### config.mk
export PLATFORM = sky130hd
export DESIGN_NAME = mhs_sequencer
export DESIGN_NICKNAME = d
export VERILOG_FILES = /design/src/pkg/mhs_pkg.sv /design/src/rtl/mhs_sequencer.sv
export SDC_FILE = /design/constraint.sdc
export NUM_CORES = 1
export LEC_CHECK = 0
export ABC_AREA = 0
export BUFFER_PORTS_ARGS = -buffer_cell sky130_fd_sc_hd__buf_2
export CAP_MARGIN = 10
export CORE_AREA = 2 2 111 113
export CTS_CLUSTER_SIZE = 25
export DETAILED_ROUTE_END_ITERATION = 6
export DIE_AREA = 0 0 113 115
export SYNTH_ARGS = -nofsm -noshare
export SYNTH_HDL_FRONTEND = slang
export SYNTH_SLANG_ARGS = --single-unit
### constraint.sdc
create_clock -name clk -period 2.2 [get_ports clk]
set_input_delay 0.44 -clock clk [delete_from_list [all_inputs] [get_ports clk]]
set_output_delay 0.44 -clock clk [all_outputs]
set_load 0.02 [all_outputs]
### src/pkg/mhs_pkg.sv
// Package for the hot-swap sequencer and indicator block
package mhs_pkg;
   // Register map, byte addresses of 32-bit words
   localparam int ADDR_W = 5;
   localparam logic [4:0] REG_CTRL = 5'h00;
   localparam logic [4:0] REG_CMD = 5'h04;
   localparam logic [4:0] REG_STATUS = 5'h08;
   localparam logic [4:0] REG_IRQ_STAT = 5'h0c;
   localparam logic [4:0] REG_IRQ_EN = 5'h10;
   localparam logic [4:0] REG_IRQ_CLR = 5'h14;
   localparam logic [4:0] REG_PORT = 5'h18;
   // Control register fields
   localparam int CTRL_OOS_APP_EN = 0;
   localparam int CTRL_OOS_APP_ON = 1;
   localparam int CTRL_HLT_APP_EN = 2;
   localparam int CTRL_HLT_APP_AMBER = 3;
   localparam int CTRL_PWR_DENIED = 4;
   localparam int CTRL_W = 5;
   localparam logic [4:0] CTRL_RESET = 5'h00;
   // Command register fields, self-clearing
   localparam int CMD_QUIESCE = 0;
   localparam int CMD_REJECT = 1;
   localparam int CMD_ACT_REQ = 2;
   localparam int CMD_ACT_GRANT = 3;
   // Status register fields
   localparam int STAT_HS_LSB = 0;
   localparam int STAT_PWR = 6;
   localparam int STAT_RUN = 7;
   localparam int STAT_HOLD = 8;
   localparam int STAT_FAIL = 9;
   // Interrupt bits
   localparam int IRQ_HANDLE = 0;
   localparam int IRQ_QUIESCED = 1;
   localparam int IRQ_BOOT = 2;
   localparam int IRQ_CKFAIL = 3;
   localparam int IRQ_W = 4;
   localparam logic [3:0] IRQ_EN_RESET = 4'h0;
   // Timing
   localparam int CLK_HZ = 125_000_000;
   localparam int BLINK_PERIOD_MS = 1000;
   localparam int BLINK_CYCLES_DEF = CLK_HZ / 1000 * BLINK_PERIOD_MS;
   localparam int PCT_LONG = 90;
   localparam int PCT_FAST = 50;
   localparam int PCT_SHORT = 10;
   localparam int NUM_PORTS_DEF = 4;

   // Hot-swap states M1..M6, one-hot
   typedef enum logic [5:0] {
      HS_M1 = 6'h01, HS_M2 = 6'h02, HS_M3 = 6'h04,
      HS_M4 = 6'h08, HS_M5 = 6'h10, HS_M6 = 6'h20
   } mhs_hs_t;
   // Start-up sequence
   typedef enum logic [4:0] {
      BT_TEST = 5'h01, BT_CKSUM = 5'h02, BT_NOTIFY = 5'h04,
      BT_RUN = 5'h08, BT_FAIL = 5'h10
   } mhs_boot_t;
   // Indicator duty patterns
   typedef enum logic [2:0] {
      PAT_OFF, PAT_ON, PAT_LONG, PAT_FAST, PAT_SHORT
   } mhs_pat_t;
   // Avalon-MM request bundle
   typedef struct packed {
      logic [ADDR_W-1:0] address;
      logic read;
      logic write;
      logic [31:0] writedata;
   } mhs_avl_req_t;
   // Front-panel indicators
   typedef struct packed {
      logic blue;
      logic oos;
      logic hlt_green;
      logic hlt_amber;
   } mhs_led_t;
endpackage

### src/rtl/mhs_sequencer.sv
// Hot-swap sequencer, boot gate and front-panel indicator logic
`timescale 1ns/10ps
`default_nettype none

module mhs_sequencer #(
   parameter int BLINK_CYCLES = mhs_pkg::BLINK_CYCLES_DEF,
   parameter int NUM_PORTS = mhs_pkg::NUM_PORTS_DEF
) (
   input wire logic clk, // 125 MHz clock
   input wire logic arst_n, // Async reset, active low
   input wire mhs_pkg::mhs_avl_req_t avs_req, // Avalon request
   output logic [31:0] avs_readdata, // Avalon read data
   output logic avs_waitrequest, // Avalon wait
   output logic irq, // Level interrupt
   input wire logic handle_switch_n, // Handle switch, active low
   input wire logic payload_pwr_good, // Payload rails up
   input wire logic payload_in_reset, // Payload held in reset
   input wire logic selftest_ok, // Self-test result
   input wire logic cksum_valid, // Checksum result ready
   input wire logic cksum_ok, // Checksum matches
   input wire logic sup_restart, // Supervisor restart pulse
   input wire logic upgrade_manager_busy, // Manager self-update
   input wire logic fw_upgrade_active, // Upgrade or rollback
   input wire logic health_err, // Critical health error
   input wire logic hdd_act, // Disk activity
   output logic payload_pwr_en, // Payload power enable
   output logic evt_handle_open, // Handle-open event pulse
   output logic evt_quiesced, // Quiesced event pulse
   output logic upg_notify, // Notify upgrade manager pulse
   output logic ctrl_run, // Branch to operational code
   output logic ctrl_rst_hold, // Controller held in reset
   output logic [NUM_PORTS-1:0] port_en, // Port enables
   output mhs_pkg::mhs_led_t led // Indicator drives
);
   import mhs_pkg::*;

   localparam int PW = $clog2(BLINK_CYCLES);
   localparam int TH_LONG = BLINK_CYCLES / 100 * PCT_LONG;
   localparam int TH_FAST = BLINK_CYCLES / 100 * PCT_FAST;
   localparam int TH_SHORT = BLINK_CYCLES / 100 * PCT_SHORT;

   // Duty resolution needs at least a hundred steps per period
   if (BLINK_CYCLES < 100 || NUM_PORTS < 1 || NUM_PORTS > 32) begin
      $error("mhs_sequencer: unsupported parameter values");
   end

   // Pattern to LED level for the current phase
   function automatic logic pat_on(mhs_pat_t p, logic [PW-1:0] ph);
      logic r;
      r = 1'b0;
      unique case (p)
         PAT_OFF: r = 1'b0;
         PAT_ON: r = 1'b1;
         PAT_LONG: r = ph < PW'(TH_LONG);
         PAT_FAST: r = ph < PW'(TH_FAST);
         PAT_SHORT: r = ph < PW'(TH_SHORT);
      endcase
      return r;
   endfunction

   mhs_hs_t hs_ff, nxt_hs;
   mhs_boot_t boot_ff, nxt_boot;
   logic ack_ff;
   logic [31:0] rdata_ff;
   logic [CTRL_W-1:0] ctrl_ff;
   logic [IRQ_W-1:0] irq_stat_ff, irq_en_ff, irq_set;
   logic [NUM_PORTS-1:0] port_ff;
   logic [PW-1:0] phase_ff;
   logic handle_prev_ff, pwr_ff, open_ff, quiesced_ff;
   logic notify_ff, run_ff, hold_ff;
   mhs_led_t led_ff;
   mhs_pat_t blue_pat, oos_pat;
   logic wr_acc, handle_fell;
   logic cmd_quiesce, cmd_reject, cmd_act_req, cmd_act_grant;

   // One wait cycle per access: data is latched first, then accepted
   assign avs_waitrequest = (avs_req.read | avs_req.write) & ~ack_ff;
   assign wr_acc = avs_req.write & ack_ff;
   assign cmd_quiesce = wr_acc && avs_req.address == REG_CMD
      && avs_req.writedata[CMD_QUIESCE];
   assign cmd_reject = wr_acc && avs_req.address == REG_CMD
      && avs_req.writedata[CMD_REJECT];
   assign cmd_act_req = wr_acc && avs_req.address == REG_CMD
      && avs_req.writedata[CMD_ACT_REQ];
   assign cmd_act_grant = wr_acc && avs_req.address == REG_CMD
      && avs_req.writedata[CMD_ACT_GRANT];

   always_ff @(posedge clk or negedge arst_n) begin
      if (!arst_n) begin
         ack_ff <= 1'b0;
      end else begin
         ack_ff <= (avs_req.read | avs_req.write) & ~ack_ff;
      end
   end

   // Read mux; unmapped addresses and write-only registers read zero
   always_ff @(posedge clk or negedge arst_n) begin
      if (!arst_n) begin
         rdata_ff <= 32'h0000_0000;
      end else if (avs_req.read && !ack_ff) begin
         rdata_ff <= 32'h0000_0000;
         unique case (avs_req.address)
            REG_CTRL: rdata_ff[CTRL_W-1:0] <= ctrl_ff;
            REG_STATUS: begin
               rdata_ff[STAT_HS_LSB +: 6] <= hs_ff;
               rdata_ff[STAT_PWR] <= pwr_ff;
               rdata_ff[STAT_RUN] <= run_ff;
               rdata_ff[STAT_HOLD] <= hold_ff;
               rdata_ff[STAT_FAIL] <= boot_ff == BT_FAIL;
            end
            REG_IRQ_STAT: rdata_ff[IRQ_W-1:0] <= irq_stat_ff;
            REG_IRQ_EN: rdata_ff[IRQ_W-1:0] <= irq_en_ff;
            REG_PORT: rdata_ff[NUM_PORTS-1:0] <= port_ff;
            default: rdata_ff <= 32'h0000_0000;
         endcase
      end
   end
   assign avs_readdata = rdata_ff;

   // Software-written control and port state
   always_ff @(posedge clk or negedge arst_n) begin
      if (!arst_n) begin
         ctrl_ff <= CTRL_RESET;
         irq_en_ff <= IRQ_EN_RESET;
         port_ff <= '0;
      end else if (wr_acc) begin
         if (avs_req.address == REG_CTRL) begin
            ctrl_ff <= avs_req.writedata[CTRL_W-1:0];
         end
         if (avs_req.address == REG_IRQ_EN) begin
            irq_en_ff <= avs_req.writedata[IRQ_W-1:0];
         end
         if (avs_req.address == REG_PORT) begin
            port_ff <= avs_req.writedata[NUM_PORTS-1:0];
         end
      end
   end
   assign port_en = port_ff;

   // Sticky events; a new event wins over a clear in the same cycle
   assign irq_set = {nxt_boot == BT_FAIL && boot_ff != BT_FAIL,
      boot_ff == BT_NOTIFY, hs_ff == HS_M6 && nxt_hs == HS_M1,
      handle_fell && hs_ff == HS_M4};
   always_ff @(posedge clk or negedge arst_n) begin
      if (!arst_n) begin
         irq_stat_ff <= '0;
      end else if (wr_acc && avs_req.address == REG_IRQ_CLR) begin
         irq_stat_ff <= (irq_stat_ff & ~avs_req.writedata[IRQ_W-1:0])
            | irq_set;
      end else begin
         irq_stat_ff <= irq_stat_ff | irq_set;
      end
   end
   assign irq = |(irq_stat_ff & irq_en_ff);

   // Handle switch edge; the idle level is released (high)
   always_ff @(posedge clk or negedge arst_n) begin
      if (!arst_n) begin
         handle_prev_ff <= 1'b1;
      end else begin
         handle_prev_ff <= handle_switch_n;
      end
   end
   assign handle_fell = handle_prev_ff & ~handle_switch_n;

   // Hot-swap sequence; carrier decisions arrive as commands
   always_comb begin
      nxt_hs = hs_ff;
      unique case (hs_ff)
         HS_M1: if (cmd_act_req) nxt_hs = HS_M2;
         HS_M2: if (cmd_act_grant) nxt_hs = HS_M3;
         HS_M3: if (payload_pwr_good) nxt_hs = HS_M4;
         HS_M4: if (handle_fell) nxt_hs = HS_M5;
         HS_M5: begin
            if (cmd_quiesce) nxt_hs = HS_M6;
            else if (cmd_reject) nxt_hs = HS_M4;
         end
         HS_M6: if (!pwr_ff && !payload_pwr_good) nxt_hs = HS_M1;
         default: nxt_hs = HS_M1;
      endcase
   end

   // A supervisor restart does not touch this state
   always_ff @(posedge clk or negedge arst_n) begin
      if (!arst_n) begin
         hs_ff <= HS_M1;
      end else begin
         hs_ff <= nxt_hs;
      end
   end

   // Payload power follows the sequence, never the boot path
   always_ff @(posedge clk or negedge arst_n) begin
      if (!arst_n) begin
         pwr_ff <= 1'b0;
      end else if (hs_ff == HS_M2 && cmd_act_grant) begin
         pwr_ff <= 1'b1;
      end else if (hs_ff == HS_M5 && cmd_quiesce) begin
         pwr_ff <= 1'b0;
      end
   end
   assign payload_pwr_en = pwr_ff;

   // Event pulses towards the carrier message path
   always_ff @(posedge clk or negedge arst_n) begin
      if (!arst_n) begin
         open_ff <= 1'b0;
         quiesced_ff <= 1'b0;
      end else begin
         open_ff <= hs_ff == HS_M4 && handle_fell;
         quiesced_ff <= hs_ff == HS_M6 && nxt_hs == HS_M1;
      end
   end
   assign evt_handle_open = open_ff;
   assign evt_quiesced = quiesced_ff;

   // Start-up gate; the checksum must verify before running
   always_comb begin
      nxt_boot = boot_ff;
      unique case (boot_ff)
         BT_TEST: nxt_boot = selftest_ok ? BT_CKSUM : BT_FAIL;
         BT_CKSUM: begin
            if (cksum_valid) nxt_boot = cksum_ok ? BT_NOTIFY : BT_FAIL;
         end
         BT_NOTIFY: nxt_boot = BT_RUN;
         BT_RUN: nxt_boot = BT_RUN;
         BT_FAIL: nxt_boot = BT_FAIL;
         default: nxt_boot = BT_TEST;
      endcase
      if (upgrade_manager_busy || sup_restart) begin
         nxt_boot = BT_TEST;
      end
   end

   always_ff @(posedge clk or negedge arst_n) begin
      if (!arst_n) begin
         boot_ff <= BT_TEST;
         notify_ff <= 1'b0;
         run_ff <= 1'b0;
         hold_ff <= 1'b0;
      end else begin
         boot_ff <= nxt_boot;
         notify_ff <= boot_ff == BT_NOTIFY;
         run_ff <= nxt_boot == BT_RUN;
         hold_ff <= upgrade_manager_busy;
      end
   end
   assign upg_notify = notify_ff;
   assign ctrl_run = run_ff;
   assign ctrl_rst_hold = hold_ff;

   // Common blink phase so all indicators share one period
   always_ff @(posedge clk or negedge arst_n) begin
      if (!arst_n) begin
         phase_ff <= '0;
      end else if (phase_ff == PW'(BLINK_CYCLES - 1)) begin
         phase_ff <= '0;
      end else begin
         phase_ff <= phase_ff + 1'b1;
      end
   end

   // Pattern selection per indicator
   always_comb begin
      blue_pat = PAT_OFF;
      unique case (hs_ff)
         HS_M1: blue_pat = PAT_ON;
         HS_M2, HS_M3: blue_pat = PAT_LONG;
         HS_M4: blue_pat = PAT_OFF;
         HS_M5, HS_M6: blue_pat = PAT_SHORT;
         default: blue_pat = PAT_OFF;
      endcase
      // State patterns outrank the software value
      if (hold_ff) oos_pat = PAT_ON;
      else if (fw_upgrade_active) oos_pat = PAT_FAST;
      else if (ctrl_ff[CTRL_PWR_DENIED]) oos_pat = PAT_SHORT;
      else if (ctrl_ff[CTRL_OOS_APP_EN])
         oos_pat = ctrl_ff[CTRL_OOS_APP_ON] ? PAT_ON : PAT_OFF;
      else oos_pat = PAT_OFF;
   end

   // Registered indicator drive; disk activity blanks health at half duty
   always_ff @(posedge clk or negedge arst_n) begin
      if (!arst_n) begin
         led_ff <= '0;
      end else begin
         led_ff.blue <= pat_on(blue_pat, phase_ff);
         led_ff.oos <= pat_on(oos_pat, phase_ff);
         if (hdd_act && !pat_on(PAT_FAST, phase_ff)) begin
            led_ff.hlt_green <= 1'b0;
            led_ff.hlt_amber <= 1'b0;
         end else if (ctrl_ff[CTRL_HLT_APP_EN]) begin
            led_ff.hlt_amber <= ctrl_ff[CTRL_HLT_APP_AMBER];
            led_ff.hlt_green <= ~ctrl_ff[CTRL_HLT_APP_AMBER];
         end else if (health_err || !pwr_ff || payload_in_reset) begin
            led_ff.hlt_amber <= 1'b1;
            led_ff.hlt_green <= 1'b0;
         end else begin
            led_ff.hlt_amber <= 1'b0;
            led_ff.hlt_green <= 1'b1;
         end
      end
   end
   assign led = led_ff;
endmodule

`default_nettype wire

==> impl_summary.log <==
INFO  metric power-per-cell-area = 759.9 nW/um2
INFO  metric critical_path_arrival = 2210 ps
INFO  metric viasPerCell = 5.175
INFO  metric netlist_top_cells_count = 74 x sky130_fd_sc_hd__dfrtp_1, 45 x sky130_fd_sc_hd__nor2_1, 41 x sky130_fd_sc_hd__nand2_1
INFO  metric weighted_congestion_at_the_end_of_routability_driven_global_placement = 0.8276
INFO  metric num_io_pins = 100
INFO  metric drc = 4
INFO  metric num-nets-final = 528
INFO  metric post_synth_instance_area = 4063 um2
INFO  metric timing.final.crit_share = 89.73%
INFO  metric initial_utilization = 34.40%
INFO  metric cap_violations = 0
INFO  metric insertedDiodeCount = 0
INFO  metric timing.final.max_slew_violations = 0
INFO  metric relSlewSlack = 58.19%
INFO  metric worstSetupPathType = reg2reg
INFO  metric rr_worst_depth = 4
INFO  metric cts_made_buffers = 9
INFO  metric finalInstanceArea = 4835 um2
INFO  metric clk_root_buffer_cell = sky130_fd_sc_hd__clkbuf_16
INFO  metric fin_worst_hold_slack = about 80 ps
INFO  metric final_antenna_net_count = 0
INFO  metric die_y_extent = 115 um
INFO  metric yosys.area.top_type = sky130_fd_sc_hd__dfrtp_1
INFO  metric fraction_of_layout_cells_with_a_size_suffix_above_1 = approximately 22%
INFO  metric critical_path_required = 2440 ps
INFO  metric register_clock_pin_slew_on_the_reported_worst_setup_and_hold_paths = approximately 50 ps
INFO  metric rows = 40
INFO  metric floorplan.die_area = 13000 um2
INFO  metric first_global_vias = 3064
INFO  metric fin_worst_skew = between 4 and 5 ps
INFO  metric route.detailed.wl_per_inst = 15.33 um
INFO  metric setup-violations-final = 0
INFO  metric post-route-min-period = 1974 ps
INFO  metric synthArstFlopShare = 100.0%
INFO  metric synth_mux_area_share = 5.020%
INFO  metric rsz0062_at_grt = false
INFO  metric htree_levels = 3
INFO  metric power.internal = about 2.8 mW
INFO  metric dpl.hpwl = 7088 um
INFO  metric detail_route.first_pass.iterations = 6
INFO  metric status = complete, but fails checks
INFO  metric synth_cell_type_count = 64
INFO  metric netSwitchingPower = about 840 uW
INFO  metric violations_in_the_final_reports = design-rule violations
INFO  metric dominantRegCellSynth = sky130_fd_sc_hd__dfrtp_1
INFO  metric synth_seq_cells = 77
INFO  metric synth_enable_flop_cells = 0
INFO  metric fin_tns_setup = 0 ps
INFO  metric yosys.area.top_type_share = 45.58%
INFO  metric postPlaceCellArea = 4474 um2
INFO  metric netSwitchingFraction = 22.94%
INFO  metric ys_top_cells_by_area = sky130_fd_sc_hd__dfrtp_1 46%, sky130_fd_sc_hd__nor2_1 4.2%, sky130_fd_sc_hd__buf_4 4.1%
INFO  metric antenna_found_initial = 0
INFO  metric synth_simple_gate_area_share = around 22%
INFO  metric fmaxAchievable = 506.6 MHz
INFO  metric reported_leakage_power = 2.260 nW
INFO  metric vias = between 3k and 4k
INFO  metric cts_tree = done
INFO  metric grt_max_degree = 41
INFO  metric areaGrowthSynthToFinish = 19.00%
INFO  metric main_combinational_cell_family_by_area_after_synthesis = simple AND/OR/NAND/NOR gates
INFO  metric global_route.usage.total = ~16%
INFO  metric synth-compound-area-share = 12.29%
INFO  metric worst_pin_slew = 619.0 ps
INFO  metric die_x = 113 um
INFO  metric p_comb_share = 10.3%
INFO  metric seq_pwr_share = approximately two fifths
INFO  metric final.fill_count = 1193
INFO  metric max-clock-path-buffers = 2
INFO  metric core-area = 11810 um2
INFO  metric clock_latency = 340 ps
INFO  metric grt_overflow_total = 0
INFO  metric syn-instance-count = 416
INFO  metric ir_drop = 0.0003060 V
INFO  metric portBuffers = 50
INFO  metric synth-seq-area-share = 47.52%
INFO  metric regToRegSetupSlack = 230 ps
INFO  metric number_of_buffers_added_for_setup_after_cts = 0
INFO  metric power.clock.fraction = 48.0%
INFO  metric timing.critical_path.from_type = flip-flop
INFO  metric critical_path.max_fanout = 6
INFO  metric synthesis.area_per_instance = 9.766 um2
INFO  metric yosys_warnings = 0
INFO  metric drt-total-wl = 9615 um
INFO  metric global_route_wire_length_before_repair = 15980 um
INFO  metric drt_iter0_drc = around 140
INFO  metric synthMostInstantiatedCell = sky130_fd_sc_hd__dfrtp_1
INFO  metric worst_setup_path_end_kind = flip-flop
INFO  metric cts_num_sinks = slightly below 80
INFO  metric yosys.area_share.xor_xnor = 5.605%
INFO  metric min-delay-path-class = in2async
INFO  metric post_synthesis_share_of_cell_area_spent_on_full_adders_half_adders_and_majority_gates = 0.3080%
INFO  metric cts_repair_resize_count = 0
INFO  metric timing.final.hold_violations = 0
INFO  metric cts-hold-fix-buffers = 0
[layout make-up]
cell class / count / area [um2] / area share [%]
tap: 147 / 183.9 / 3.804
inverter: 9 / 33.78 / 0.6988
clock inverter: 3 / 90.09 / 1.863
timing repair buffer: 67 / 392.9 / 8.126
sequential: 77 / 1931 / 39.93
multi-input combinational: 311 / 1933 / 39.98
clock buffer: 13 / 270.3 / 5.590
[power groups by stage]
stage                     logic [mW]  registers, mW  clock network, mW
after floorplan                0.226           1.58                  0
after global placement         0.376           1.55                  0
after detailed placement       0.380           1.56                  0
after CTS                      0.381           1.53               1.81
after global routing           0.418           1.54               1.87
final                          0.379           1.53               1.76
[critical path, cell delays in order (launching register included)]
cell and delay (ps):
sky130_fd_sc_hd__dfrtp_1 450, sky130_fd_sc_hd__or3_1 400, sky130_fd_sc_hd__a2111oi_0 540, sky130_fd_sc_hd__o41ai_1 240, sky130_fd_sc_hd__a21boi_0 240
[final timing paths]
kind                                  from         endpoint
max                           phase_ff[17]           led[0]
min                                 arst_n     phase_ff[12]
max reg2reg                   phase_ff[17]           led[0]
min reg2reg                avs_readdata[8]  avs_readdata[8]
max in group asynchronous           arst_n       boot_ff[0]
min in group clk           handle_switch_n   handle_prev_ff
[metrics by stage]
step                      setup WS (ps)  cells  utilization (%)  power [mW]
after detailed placement          65.35    611            37.88       1.936
after global routing              62.15    627            40.93       3.824
after CTS                         220.7    627            40.93       3.721
after floorplan                   283.6    437                -       1.805
after global placement            37.58    611            37.88       1.929
final                             225.9    627            40.93       3.674
[per-layer routing]
metal	wire (um)	global-route usage [%]	part of all wire, %
met2	4425	24.23	46
met3	491	3.479	5.1
met5	0	0	0
met4	191	6.179	2.0
met1	4506	21.79	47
[sequential cells by signal, summed over array words and instances (netlist names), 5 cells and up]
signal	flops
ctrl_ff	5
phase_ff	27
hs_ff	6
avs_readdata	10
boot_ff	5
[layout by cell type (no fill, tap or decap), drive strengths merged, types with 11 or more instances in the layout]
master / instances
a21oi: 11
buf: 67
clkbuf: 13
conb: 22
dfrtp: 74
mux2: 11
nand2: 41
nand3: 20
nor2: 45
nor3: 11
o21ai: 15
xnor2: 12
xor2: 14
[cells by family after synthesis]
group | Yosys count
other | 1
xor gates and xnor gates | 26
adders and majority gates | 1
AOI/OAI and AO/OA | 71
muxes | 19
and+or+nand+nor | 172
buffers and inverters | 49
DFF | 77
No activity file was read; power rests on OpenSTA's default activity.
